`src/hw/swire_pkg.sv`:
```
// Constants, states and field layout of the single-wire datagram port
package swire_pkg;
	localparam int CLK_HZ = 10_000_000;
	localparam int MIN_BAUD = 9000;
	localparam logic [15:0] BIT_RESET = 16'(CLK_HZ / MIN_BAUD);
	localparam logic [15:0] MIN_BIT_CYCLES = 16'h0010;
	localparam logic [15:0] GLITCH_CYCLES = 16'h0010;
	localparam logic [15:0] MEAS_LIMIT = 16'hFFFF;
	localparam int SYNC_SHIFT = 2;
	localparam logic [3:0] SYNC_NIBBLE = 4'h5;
	localparam logic [7:0] SYNC_PRELOAD = 8'hA0;
	localparam logic [3:0] SYNC_RESUME_BIT = 4'h4;
	localparam logic [3:0] STOP_BIT = 4'h9;
	localparam logic [2:0] READ_LAST = 3'h3;
	localparam logic [2:0] WRITE_LAST = 3'h7;
	localparam logic [7:0] REPLY_ADDR = 8'hFF;
	localparam logic [7:0] CRC_POLY = 8'h07;
	localparam logic [6:0] TIMEOUT_BITS = 7'h3F;
	localparam logic [6:0] RECOVER_BITS = 7'h0C;
	localparam logic [6:0] RELEASE_BITS = 7'h04;
	localparam logic [6:0] COUNT_MAX = 7'h7F;
	localparam logic [3:0] GAP_DEFAULT = 4'h1;
	localparam logic [2:0] PIN_RESET = 3'h7;
	localparam int FIFO_WIDTH = 39;
	localparam int FIFO_DEPTH = 32;

	typedef enum logic [8:0] {
		ST_IDLE = 9'h001,
		ST_SYNC = 9'h002,
		ST_RX = 9'h004,
		ST_WAIT = 9'h008,
		ST_RECOVER = 9'h010,
		ST_PUSH = 9'h020,
		ST_GAP = 9'h040,
		ST_SEND = 9'h080,
		ST_HOLD = 9'h100
	} state_t;
endpackage

```
`src/hw/single_wire_uart_slave_port.sv`:
```
// Slave end of the shared single-wire datagram link
// Functional notes
// - Datagrams open with sync byte, then address
// - Bytes framed by low start, high stop
// - Bit time measured from sync, every datagram
// - Write datagram is eight bytes with data
// - Node address taken from two strap pins
// - Register byte bit 7 selects write
// - Over 63 bit gap resets reception
// - Twelve idle bit times before new traffic
// - Short idle-line pulse is a glitch
// - Bad check byte recovers like glitch
// - Accepted writes bump wrapping 8-bit counter
// - Line idles high; idle line gives pin power-down unless disabled
// - Read request is four bytes, no data
// - Reply uses the request's baud rate
// - Reply waits eight-bit-time gap steps
// - Reply carries sync, 0xFF, address, data, check
// - Driver released four bit times after reply
// - Reserved sync bits enter check, ignored otherwise
// - Check byte is CRC-8 poly 0x07 LSB-first
// - Act only on good datagrams for us
`timescale 1ns/1ns
`default_nettype none
module single_wire_uart_slave_port (
	input wire logic clk,
	input wire logic rst_n,
	input wire logic line_in,
	output logic line_out,
	output logic line_oe,
	input wire logic addr_strap_lo,
	input wire logic addr_strap_hi,
	input wire logic pdn_disable,
	input wire logic [3:0] reply_gap_setting,
	output logic wr_valid,
	input wire logic wr_ready,
	output logic [6:0] wr_addr,
	output logic [31:0] wr_data,
	output logic rd_req,
	output logic [6:0] rd_addr,
	input wire logic [31:0] rd_data,
	output logic [7:0] write_count,
	output logic [1:0] node_select_code,
	output logic comm_error,
	output logic pin_power_down
);
	typedef struct packed {
		logic [2:0] pin_a;
		logic [2:0] pin_b;
		logic line_prev;
		swire_pkg::state_t state;
		logic [15:0] bit_cur;
		logic [15:0] bit_ok;
		logic [15:0] cnt;
		logic [15:0] ok_cnt;
		logic [15:0] meas;
		logic [1:0] falls;
		logic [3:0] bitn;
		logic [2:0] bidx;
		logic [7:0] sh;
		logic [7:0] crc;
		logic [6:0] okn;
		logic [6:0] txn;
		logic [6:0] raddr;
		logic rw;
		logic match;
		logic [31:0] word;
		logic line_out;
		logic line_oe;
		logic [7:0] wcount;
		logic err;
		logic pdn;
	} regs_t;

	regs_t s;
	regs_t next_s;
	logic line;
	logic fall;
	logic rise;
	logic tick;
	logic tick_ok;
	logic byte_done;
	logic last;
	logic crc_good;
	logic fifo_in_valid;
	logic fifo_in_ready;
	logic [6:0] gap_bits;
	logic [7:0] tx_byte;
	logic [38:0] wr_bundle;

	// Serial CRC-8, bits taken LSB first
	function automatic logic [7:0] crc8(input logic [7:0] c, input logic [7:0] b);
		logic [7:0] r;
		r = c;
		for (int i = 0; i < 8; i++) begin
			if (r[7] ^ b[i]) begin
				r = {r[6:0], 1'b0} ^ swire_pkg::CRC_POLY;
			end else begin
				r = {r[6:0], 1'b0};
			end
		end
		return r;
	endfunction

	// Reply byte by position; high data byte goes first
	function automatic logic [7:0] reply_byte(input logic [2:0] idx, input logic [6:0] ra,
		input logic [31:0] w, input logic [7:0] c);
		case (idx)
			3'h0: reply_byte = {4'h0, swire_pkg::SYNC_NIBBLE};
			3'h1: reply_byte = swire_pkg::REPLY_ADDR;
			3'h2: reply_byte = {1'b0, ra};
			3'h3: reply_byte = w[31:24];
			3'h4: reply_byte = w[23:16];
			3'h5: reply_byte = w[15:8];
			3'h6: reply_byte = w[7:0];
			default: reply_byte = c;
		endcase
	endfunction

	assign line = s.pin_b[0];
	assign fall = s.line_prev && !line;
	assign rise = !s.line_prev && line;
	assign tick = s.cnt >= s.bit_cur - 16'h0001;
	assign tick_ok = s.ok_cnt >= s.bit_ok - 16'h0001;
	assign gap_bits = {(reply_gap_setting == 4'h0) ? swire_pkg::GAP_DEFAULT : reply_gap_setting, 3'h0};
	assign byte_done = s.state == swire_pkg::ST_RX && tick && s.bitn == swire_pkg::STOP_BIT && line;
	assign last = (s.bidx == swire_pkg::READ_LAST && !s.rw) || s.bidx == swire_pkg::WRITE_LAST;
	assign crc_good = s.sh == s.crc;
	assign rd_req = byte_done && last && crc_good && s.match && !s.rw;
	assign fifo_in_valid = s.state == swire_pkg::ST_PUSH;
	assign tx_byte = reply_byte(s.bidx, s.raddr, s.word, s.crc);

	assign line_out = s.line_out;
	assign line_oe = s.line_oe;
	assign rd_addr = s.raddr;
	assign write_count = s.wcount;
	assign node_select_code = s.pin_b[2:1];
	assign comm_error = s.err;
	assign pin_power_down = s.pdn;
	assign wr_addr = wr_bundle[38:32];
	assign wr_data = wr_bundle[31:0];

	always_comb begin
		logic recover;
		recover = 1'b0;
		next_s = s;
		next_s.pin_a = {addr_strap_hi, addr_strap_lo, line_in};
		next_s.pin_b = s.pin_a;
		next_s.line_prev = s.pin_b[0];
		next_s.cnt = tick ? 16'h0000 : s.cnt + 16'h0001;
		next_s.ok_cnt = tick_ok ? 16'h0000 : s.ok_cnt + 16'h0001;
		next_s.err = 1'b0;
		// Pin power-down only while the interface has not disabled it
		next_s.pdn = !pdn_disable && s.pin_b[0];
		if (tick_ok && s.okn != swire_pkg::COUNT_MAX) begin
			next_s.okn = s.okn + 7'h01;
		end
		if (tick && s.txn != swire_pkg::COUNT_MAX) begin
			next_s.txn = s.txn + 7'h01;
		end
		case (s.state)
			swire_pkg::ST_IDLE: begin
				if (fall) begin
					next_s.state = swire_pkg::ST_SYNC;
					next_s.meas = 16'h0001;
					next_s.falls = 2'h1;
					next_s.okn = '0;
					next_s.ok_cnt = '0;
					next_s.bidx = '0;
					next_s.crc = '0;
					next_s.rw = 1'b0;
					next_s.match = 1'b0;
				end
			end
			swire_pkg::ST_SYNC: begin
				next_s.meas = s.meas + 16'h0001;
				if (rise && s.falls == 2'h1 && s.meas < swire_pkg::GLITCH_CYCLES) begin
					recover = 1'b1;
				end else if (s.meas == swire_pkg::MEAS_LIMIT) begin
					recover = 1'b1;
				end else if (fall) begin
					if (s.falls == 2'h2) begin
						// Third fall ends sync bit 2: four bit times measured
						next_s.bit_cur = s.meas >> swire_pkg::SYNC_SHIFT;
						next_s.cnt = s.meas >> (swire_pkg::SYNC_SHIFT + 1);
						next_s.bitn = swire_pkg::SYNC_RESUME_BIT;
						next_s.sh = swire_pkg::SYNC_PRELOAD;
						next_s.state = swire_pkg::ST_RX;
						if ((s.meas >> swire_pkg::SYNC_SHIFT) < swire_pkg::MIN_BIT_CYCLES) begin
							recover = 1'b1;
						end
					end else begin
						next_s.falls = s.falls + 2'h1;
					end
				end
			end
			swire_pkg::ST_RX: begin
				if (tick) begin
					if (s.bitn == 4'h0) begin
						if (line) begin
							recover = 1'b1;
						end else begin
							next_s.bitn = 4'h1;
						end
					end else if (s.bitn != swire_pkg::STOP_BIT) begin
						next_s.sh = {line, s.sh[7:1]};
						next_s.bitn = s.bitn + 4'h1;
					end else if (!line) begin
						recover = 1'b1;
					end else if (!last) begin
						// Reserved sync bits are only hashed, never checked
						next_s.crc = crc8(s.crc, s.sh);
						next_s.bidx = s.bidx + 3'h1;
						next_s.state = swire_pkg::ST_WAIT;
						if (s.bidx == 3'h1) begin
							next_s.match = s.sh == {6'h00, s.pin_b[2:1]};
						end
						if (s.bidx == 3'h2) begin
							next_s.rw = s.sh[7];
							next_s.raddr = s.sh[6:0];
						end
						if (s.bidx >= 3'h3) begin
							next_s.word = {s.word[23:0], s.sh};
						end
					end else if (!crc_good) begin
						recover = 1'b1;
					end else if (!s.match) begin
						next_s.state = swire_pkg::ST_IDLE;
					end else begin
						next_s.bit_ok = s.bit_cur;
						next_s.ok_cnt = '0;
						if (s.rw) begin
							next_s.state = swire_pkg::ST_PUSH;
						end else begin
							next_s.word = rd_data;
							next_s.state = swire_pkg::ST_GAP;
							next_s.cnt = '0;
							next_s.txn = '0;
						end
					end
				end
			end
			swire_pkg::ST_WAIT: begin
				if (fall) begin
					next_s.state = swire_pkg::ST_RX;
					next_s.cnt = s.bit_cur >> 1;
					next_s.bitn = 4'h0;
					next_s.okn = '0;
					next_s.ok_cnt = '0;
				end else if (s.okn > swire_pkg::TIMEOUT_BITS) begin
					recover = 1'b1;
				end
			end
			swire_pkg::ST_RECOVER: begin
				if (!line) begin
					next_s.okn = '0;
					next_s.ok_cnt = '0;
				end else if (s.okn >= swire_pkg::RECOVER_BITS) begin
					next_s.state = swire_pkg::ST_IDLE;
				end
			end
			swire_pkg::ST_PUSH: begin
				// Waits here while the FIFO is full; the line is ignored meanwhile
				if (fifo_in_ready) begin
					next_s.wcount = s.wcount + 8'h01;
					next_s.state = swire_pkg::ST_IDLE;
				end
			end
			swire_pkg::ST_GAP: begin
				if (s.txn >= gap_bits) begin
					next_s.state = swire_pkg::ST_SEND;
					next_s.line_oe = 1'b1;
					next_s.line_out = 1'b0;
					next_s.bitn = 4'h0;
					next_s.bidx = 3'h0;
					next_s.crc = '0;
					next_s.cnt = '0;
				end
			end
			swire_pkg::ST_SEND: begin
				if (tick) begin
					if (s.bitn == swire_pkg::STOP_BIT) begin
						next_s.crc = crc8(s.crc, tx_byte);
						if (s.bidx == swire_pkg::WRITE_LAST) begin
							next_s.state = swire_pkg::ST_HOLD;
							next_s.txn = '0;
						end else begin
							next_s.bidx = s.bidx + 3'h1;
							next_s.bitn = 4'h0;
							next_s.line_out = 1'b0;
						end
					end else begin
						next_s.bitn = s.bitn + 4'h1;
						next_s.line_out = (s.bitn == swire_pkg::STOP_BIT - 4'h1) ? 1'b1 : tx_byte[s.bitn[2:0]];
					end
				end
			end
			swire_pkg::ST_HOLD: begin
				next_s.line_out = 1'b1;
				if (s.txn >= swire_pkg::RELEASE_BITS) begin
					next_s.line_oe = 1'b0;
					next_s.state = swire_pkg::ST_IDLE;
				end
			end
			default: begin
				next_s.state = swire_pkg::ST_IDLE;
			end
		endcase
		if (recover) begin
			next_s.state = swire_pkg::ST_RECOVER;
			next_s.okn = '0;
			next_s.ok_cnt = '0;
			next_s.err = 1'b1;
		end
	end

	always_ff @(posedge clk) begin
		if (!rst_n) begin
			s <= '0;
			s.pin_a <= swire_pkg::PIN_RESET;
			s.pin_b <= swire_pkg::PIN_RESET;
			s.line_prev <= 1'b1;
			s.state <= swire_pkg::ST_IDLE;
			s.bit_cur <= swire_pkg::BIT_RESET;
			s.bit_ok <= swire_pkg::BIT_RESET;
			s.line_out <= 1'b1;
		end else begin
			s <= next_s;
		end
	end

	swire_fifo #(
		.WIDTH(swire_pkg::FIFO_WIDTH),
		.DEPTH(swire_pkg::FIFO_DEPTH)
	) write_fifo (
		.clk(clk),
		.rst_n(rst_n),
		.in_valid(fifo_in_valid),
		.in_ready(fifo_in_ready),
		.in_data({s.raddr, s.word}),
		.out_valid(wr_valid),
		.out_ready(wr_ready),
		.out_data(wr_bundle)
	);
endmodule
`default_nettype wire

```
`src/hw/swire_fifo.sv`:
```
// Flip-flop FIFO with valid/ready on both sides
`timescale 1ns/1ns
`default_nettype none
module swire_fifo #(
	parameter int WIDTH = swire_pkg::FIFO_WIDTH,
	parameter int DEPTH = swire_pkg::FIFO_DEPTH
) (
	input wire logic clk,
	input wire logic rst_n,
	input wire logic in_valid,
	output logic in_ready,
	input wire logic [WIDTH-1:0] in_data,
	output logic out_valid,
	input wire logic out_ready,
	output logic [WIDTH-1:0] out_data
);
	localparam int AW = $clog2(DEPTH);

	typedef struct packed {
		logic [DEPTH-1:0][WIDTH-1:0] mem;
		logic [AW:0] wr;
		logic [AW:0] rd;
	} fifo_t;

	fifo_t s;
	fifo_t next_s;

	// Extra pointer bit tells full from empty
	assign in_ready = !(s.wr[AW] != s.rd[AW] && s.wr[AW-1:0] == s.rd[AW-1:0]);
	assign out_valid = s.wr != s.rd;
	assign out_data = s.mem[s.rd[AW-1:0]];

	always_comb begin
		next_s = s;
		if (in_valid && in_ready) begin
			next_s.mem[s.wr[AW-1:0]] = in_data;
			next_s.wr = s.wr + 1'b1;
		end
		if (out_valid && out_ready) begin
			next_s.rd = s.rd + 1'b1;
		end
	end

	always_ff @(posedge clk) begin
		if (!rst_n) begin
			s <= '0;
		end else begin
			s <= next_s;
		end
	end
endmodule
`default_nettype wire

```
`config.mk`:
```
export PLATFORM = sky130hd
export DESIGN_NAME = single_wire_uart_slave_port
export DESIGN_NICKNAME = d
export VERILOG_FILES = /design/src/hw/swire_pkg.sv /design/src/hw/single_wire_uart_slave_port.sv /design/src/hw/swire_fifo.sv
export SDC_FILE = /design/constraint.sdc
export NUM_CORES = 2
export LEC_CHECK = 0
export BUFFER_PORTS_ARGS = -buffer_cell sky130_fd_sc_hd__clkbuf_2
export CAP_MARGIN = 20
export CORE_MARGIN = 2
export CORE_UTILIZATION = 57
export CTS_BUF_LIST = sky130_fd_sc_hd__clkbuf_16
export DETAILED_ROUTE_END_ITERATION = 16
export PLACE_DENSITY_LB_ADDON = 0.08
export SETUP_SLACK_MARGIN = 0.2
export SLEW_MARGIN = 20
export SYNTH_ARGS = -nofsm -noshare
export SYNTH_HDL_FRONTEND = slang
export SYNTH_SLANG_ARGS = --single-unit
```
`constraint.sdc`:
```
create_clock -name clk -period 4 [get_ports clk]
set_input_delay 0.4 -clock clk [delete_from_list [all_inputs] [get_ports clk]]
set_output_delay 0.4 -clock clk [all_outputs]
set_load 0.05 [all_outputs]
```
==> results.ini <==
[global_route]
grt_max_degree=122
grt.total_usage_pct=30.2
grt_pass1_vias=44600
grt_pass1_wl_mm=273
antenna_found_initial=4
grt_overflow=0

[routing]
dr.pass1.iters=8
via_per_inst=6.02
wl_mm=179
vias=46100
drc=0
final_antenna_net_count=0
drtIter0Drc=4485
routedWlPerCell_um=23.4

[outcome]
violations=setup timing
status=complete, but fails checks

[timing]
fin_ws_ns=-0.0719
finalCritPeriodShare_pct=102
timing.final.max_slew_violations=0
max_freq_mhz=246
final_hold_viol_count=0
relSlewSlack_pct=21.7
fin_skew_ns=0.0170
period_minus_slack_ns=4.07
tightest_slew_ns=1.17
rsz0062_at_grt=yes
tns_ns=-0.0719
finalSetupViolCount=1

[cts]
htreeDepth=4
cts_num_sinks=1444
clk_root_buffer_cell=clkbuf_16
clkSlewWorstSetupHoldPaths_ns=0.06
numCtsBuffers=153
clock_path_buffers=3
cts_tree=done
clock_latency_ns=0.77

[yosys]
synth_edf_count=0
syn_area_per_cell_um2=10.6
ys_types=74
ys_ff_latch=1444
syn_nets=6226
yosys_most_used_dff=dfxtp_1
netlist_instances=6121
syn_area_um2=65200
ys_seq_area_share_pct=44.4
synth-async-reset-ratio_pct=0
synth-warning-count=0

[power]
p_int_uw=22400
power_density_nw_per_um2=395
pwr-share-clk_pct=46.7
leakage_uw=0.0356
max-vdd-ir-drop_mv=0.449
swShare_pct=22.5
switchingPower_uw=6520
pwr-share-comb_pct=3.3
pwr-share-seq_pct=50.0
total_power_uw=28900

[floorplan]
fp.coreArea_um2=114000
num_io_pins=105
rows=124
die-width_um=342
dieArea_um2=117000
dieHeight_um=342
start_util_pct=57.2

[setup_path]
cp-endpoint=rd_req
startpoint=s[158]$_SDFFE_PN1P_
required_ns=3.60
crit_type=reg -> out
r2r_start=s[158]$_SDFFE_PN1P_
crit_path_start_kind=flip-flop
cpMaxStageDelayCell=or4b_4
reg2regPathDepth=14
r2r_slack_ns=0.30
cpMostUsedCell=nand3_4
cpPeakStageDelay_ns=0.53
crit_arrival_ns=3.67
endpoint_kind=output pin
rr_endpoint=line_out$_SDFFE_PN1P_
worstPathCellList=nor4_4, buf_4, nand3_4, or3_4, ha_1, nand4_1, or4b_4, nand3_4, buf_6, and3_4, clkbuf_16
crit_fanout=4

[cells_and_area]
nNetsFinal=6120
drive_gt1_share_pct=17.0
final_common_cell=dfxtp_1
synthToLayoutAreaGrowth_pct=12.3
final_cell_mix=dfxtp_1 (1437), nor2_1 (1433), mux2i_1 (1310)
num_antenna_cells=0

[run]
drv_cap=0

[placed_design]
gp_congestion=0.944
pre_cts_ws_ns=0.180
io_buffers=104
dpl.hpwl_mm=104

[min_path]
min_path_type=in -> reg

-- sequential cells by signal, summed over array words and instances (netlist names) --
name and count:
rd_addr 7, line_oe 1, pin_power_down 1, line_out 1, line 1, write_count 8
write_fifo.s 1260, node_select_code 2, comm_error 1, next_s 3, s 159
-- layer usage --
| metal | part of all wire (%) | GRT usage [%] | vias up |
|---|---|---|---|
| met5 | 0.0073 | 0 | - |
| met2 | 47 | 48.8 | 1481 |
| met4 | 2.4 | 8.67 | 2 |
| li1 | - | - | 21200 |
| met3 | 6.1 | 4.12 | 275 |
| met1 | 44 | 42.6 | 23100 |
-- synthesized netlist by cell type, drive strengths merged, types with 4 or more instances --
| library cell | count | area share (%) |
|---|---|---|
| inv | 38 | 0.22 |
| nor2 | 1440 | 8.3 |
| o21a | 7 | 0.081 |
| and3 | 21 | 0.20 |
| a211oi | 44 | 0.51 |
| ha | 62 | 1.2 |
| mux2i | 1310 | 20 |
| nand3b | 7 | 0.081 |
| a21oi | 53 | 0.41 |
| o21ai | 33 | 0.25 |
| nand2b | 14 | 0.13 |
| a222oi | 11 | 0.17 |
| xnor2 | 72 | 0.97 |
| mux4 | 391 | 14 |
| clkbuf | 418 | 2.4 |
| a21boi | 4 | 0.046 |
| mux2 | 41 | 0.71 |
| o211ai | 5 | 0.058 |
| nand4 | 26 | 0.25 |
| a21o | 8 | 0.092 |
| o2111ai | 10 | 0.13 |
| xor2 | 72 | 0.97 |
| nor4 | 17 | 0.16 |
| o22ai | 9 | 0.086 |
| nor2b | 10 | 0.096 |
| a31oi | 8 | 0.077 |
| or3 | 19 | 0.18 |
| and2 | 11 | 0.11 |
| or4 | 6 | 0.075 |
| nand3 | 87 | 0.67 |
| dfxtp | 1444 | 44 |
| a2111oi | 4 | 0.054 |
| nor3 | 25 | 0.19 |
| buf | 201 | 1.4 |
| a22oi | 11 | 0.13 |
| nand2 | 120 | 0.69 |
| and4 | 4 | 0.054 |
| nor3b | 5 | 0.058 |
-- power groups by stage --
stage,registers (µW),logic [µW],clock network (µW)
4_1_cts,14500,895,13700
6_report,14500,954,13500
2_1_floorplan,14800,599,0
5_1_grt,14500,1030,14300
3_3_place_gp,14800,861,0
3_5_place_dp,14800,863,0
-- cells by family (layout without fill, tap and decap cells) --
family                     after synthesis  count (layout)  share of synthesized area, %
and+or+nand+nor                       1828            1828                          11.5
xor gates and xnor gates               145             145                          1.97
DFF                                   1444            1444                          44.4
adders and majority gates               62              62                          1.19
AOI/OAI and AO/OA                      243             243                          2.59
muxes                                 1742            1742                          34.4
buffers and inverters                  657             673                          4.06
-- worst max-delay path, delay by kind of cell (launching register included) --
family                   cells  cell delay (ns)
buffers and inverters        3             0.48
flip-flops                   1             0.33
adder cells (fa/ha/maj)      1             0.31
AND/OR/NAND/NOR              7             1.79
-- area by class of cell --
cell class	instances	area, µm²
clock inverter	118	752
multi-input combinational	4020	34300
clock buffer	159	3980
inverter	38	150
sequential	1444	28900
timing repair buffer	358	3230
fill	9135	40700
tap	1512	1890
-- worst min-delay path by stage --
| stage | from | end | slack [ns] | cells after the start |
|---|---|---|---|---|
| 2_1_floorplan | next_s[182]$_SDFF_PN1_ | line$_SDFF_PN1_ | 0.39 | 1 |
| 3_3_place_gp | next_s[183]$_SDFF_PN1_ | node_select_code[0]$_SDFF_PN1_ | 0.39 | 1 |
| 3_5_place_dp | next_s[183]$_SDFF_PN1_ | node_select_code[0]$_SDFF_PN1_ | 0.40 | 1 |
| 4_1_cts | rd_data[16] | s[28]$_SDFFE_PN0P_ | 0.0002 | 3 |
| 5_1_grt | rd_data[16] | s[28]$_SDFFE_PN0P_ | 0.04 | 3 |
| 6_report | rd_data[16] | s[28]$_SDFFE_PN0P_ | 0.04 | 3 |
-- repair_timing --
| item | 4_1_cts | 5_1_grt |
|---|---|---|
| hold buffers | 33 | 0 |
| gates cloned | 4 | 1 |
| resized for setup | 39 | 51 |
| buffers inserted | 16 | 13 |
| setup endpoints to repair | 43 | 97 |
| hold endpoints to repair | 33 | 0 |
| pin swaps | 11 | 16 |
-- metrics by stage --
stage                     cell area [µm²]  hold WS (ns)  util (%)  std cells
after global placement              67300         0.391      59.1       7306
final                               73200        0.0400      64.3       7649
after global routing                73200        0.0386      64.3       7649
after floorplan                     65200         0.386         -       6121
after CTS                           72900      0.000232      64.0       7636
after detailed placement            67300         0.403      59.1       7306
No activity file was read; power rests on OpenSTA's default activity.
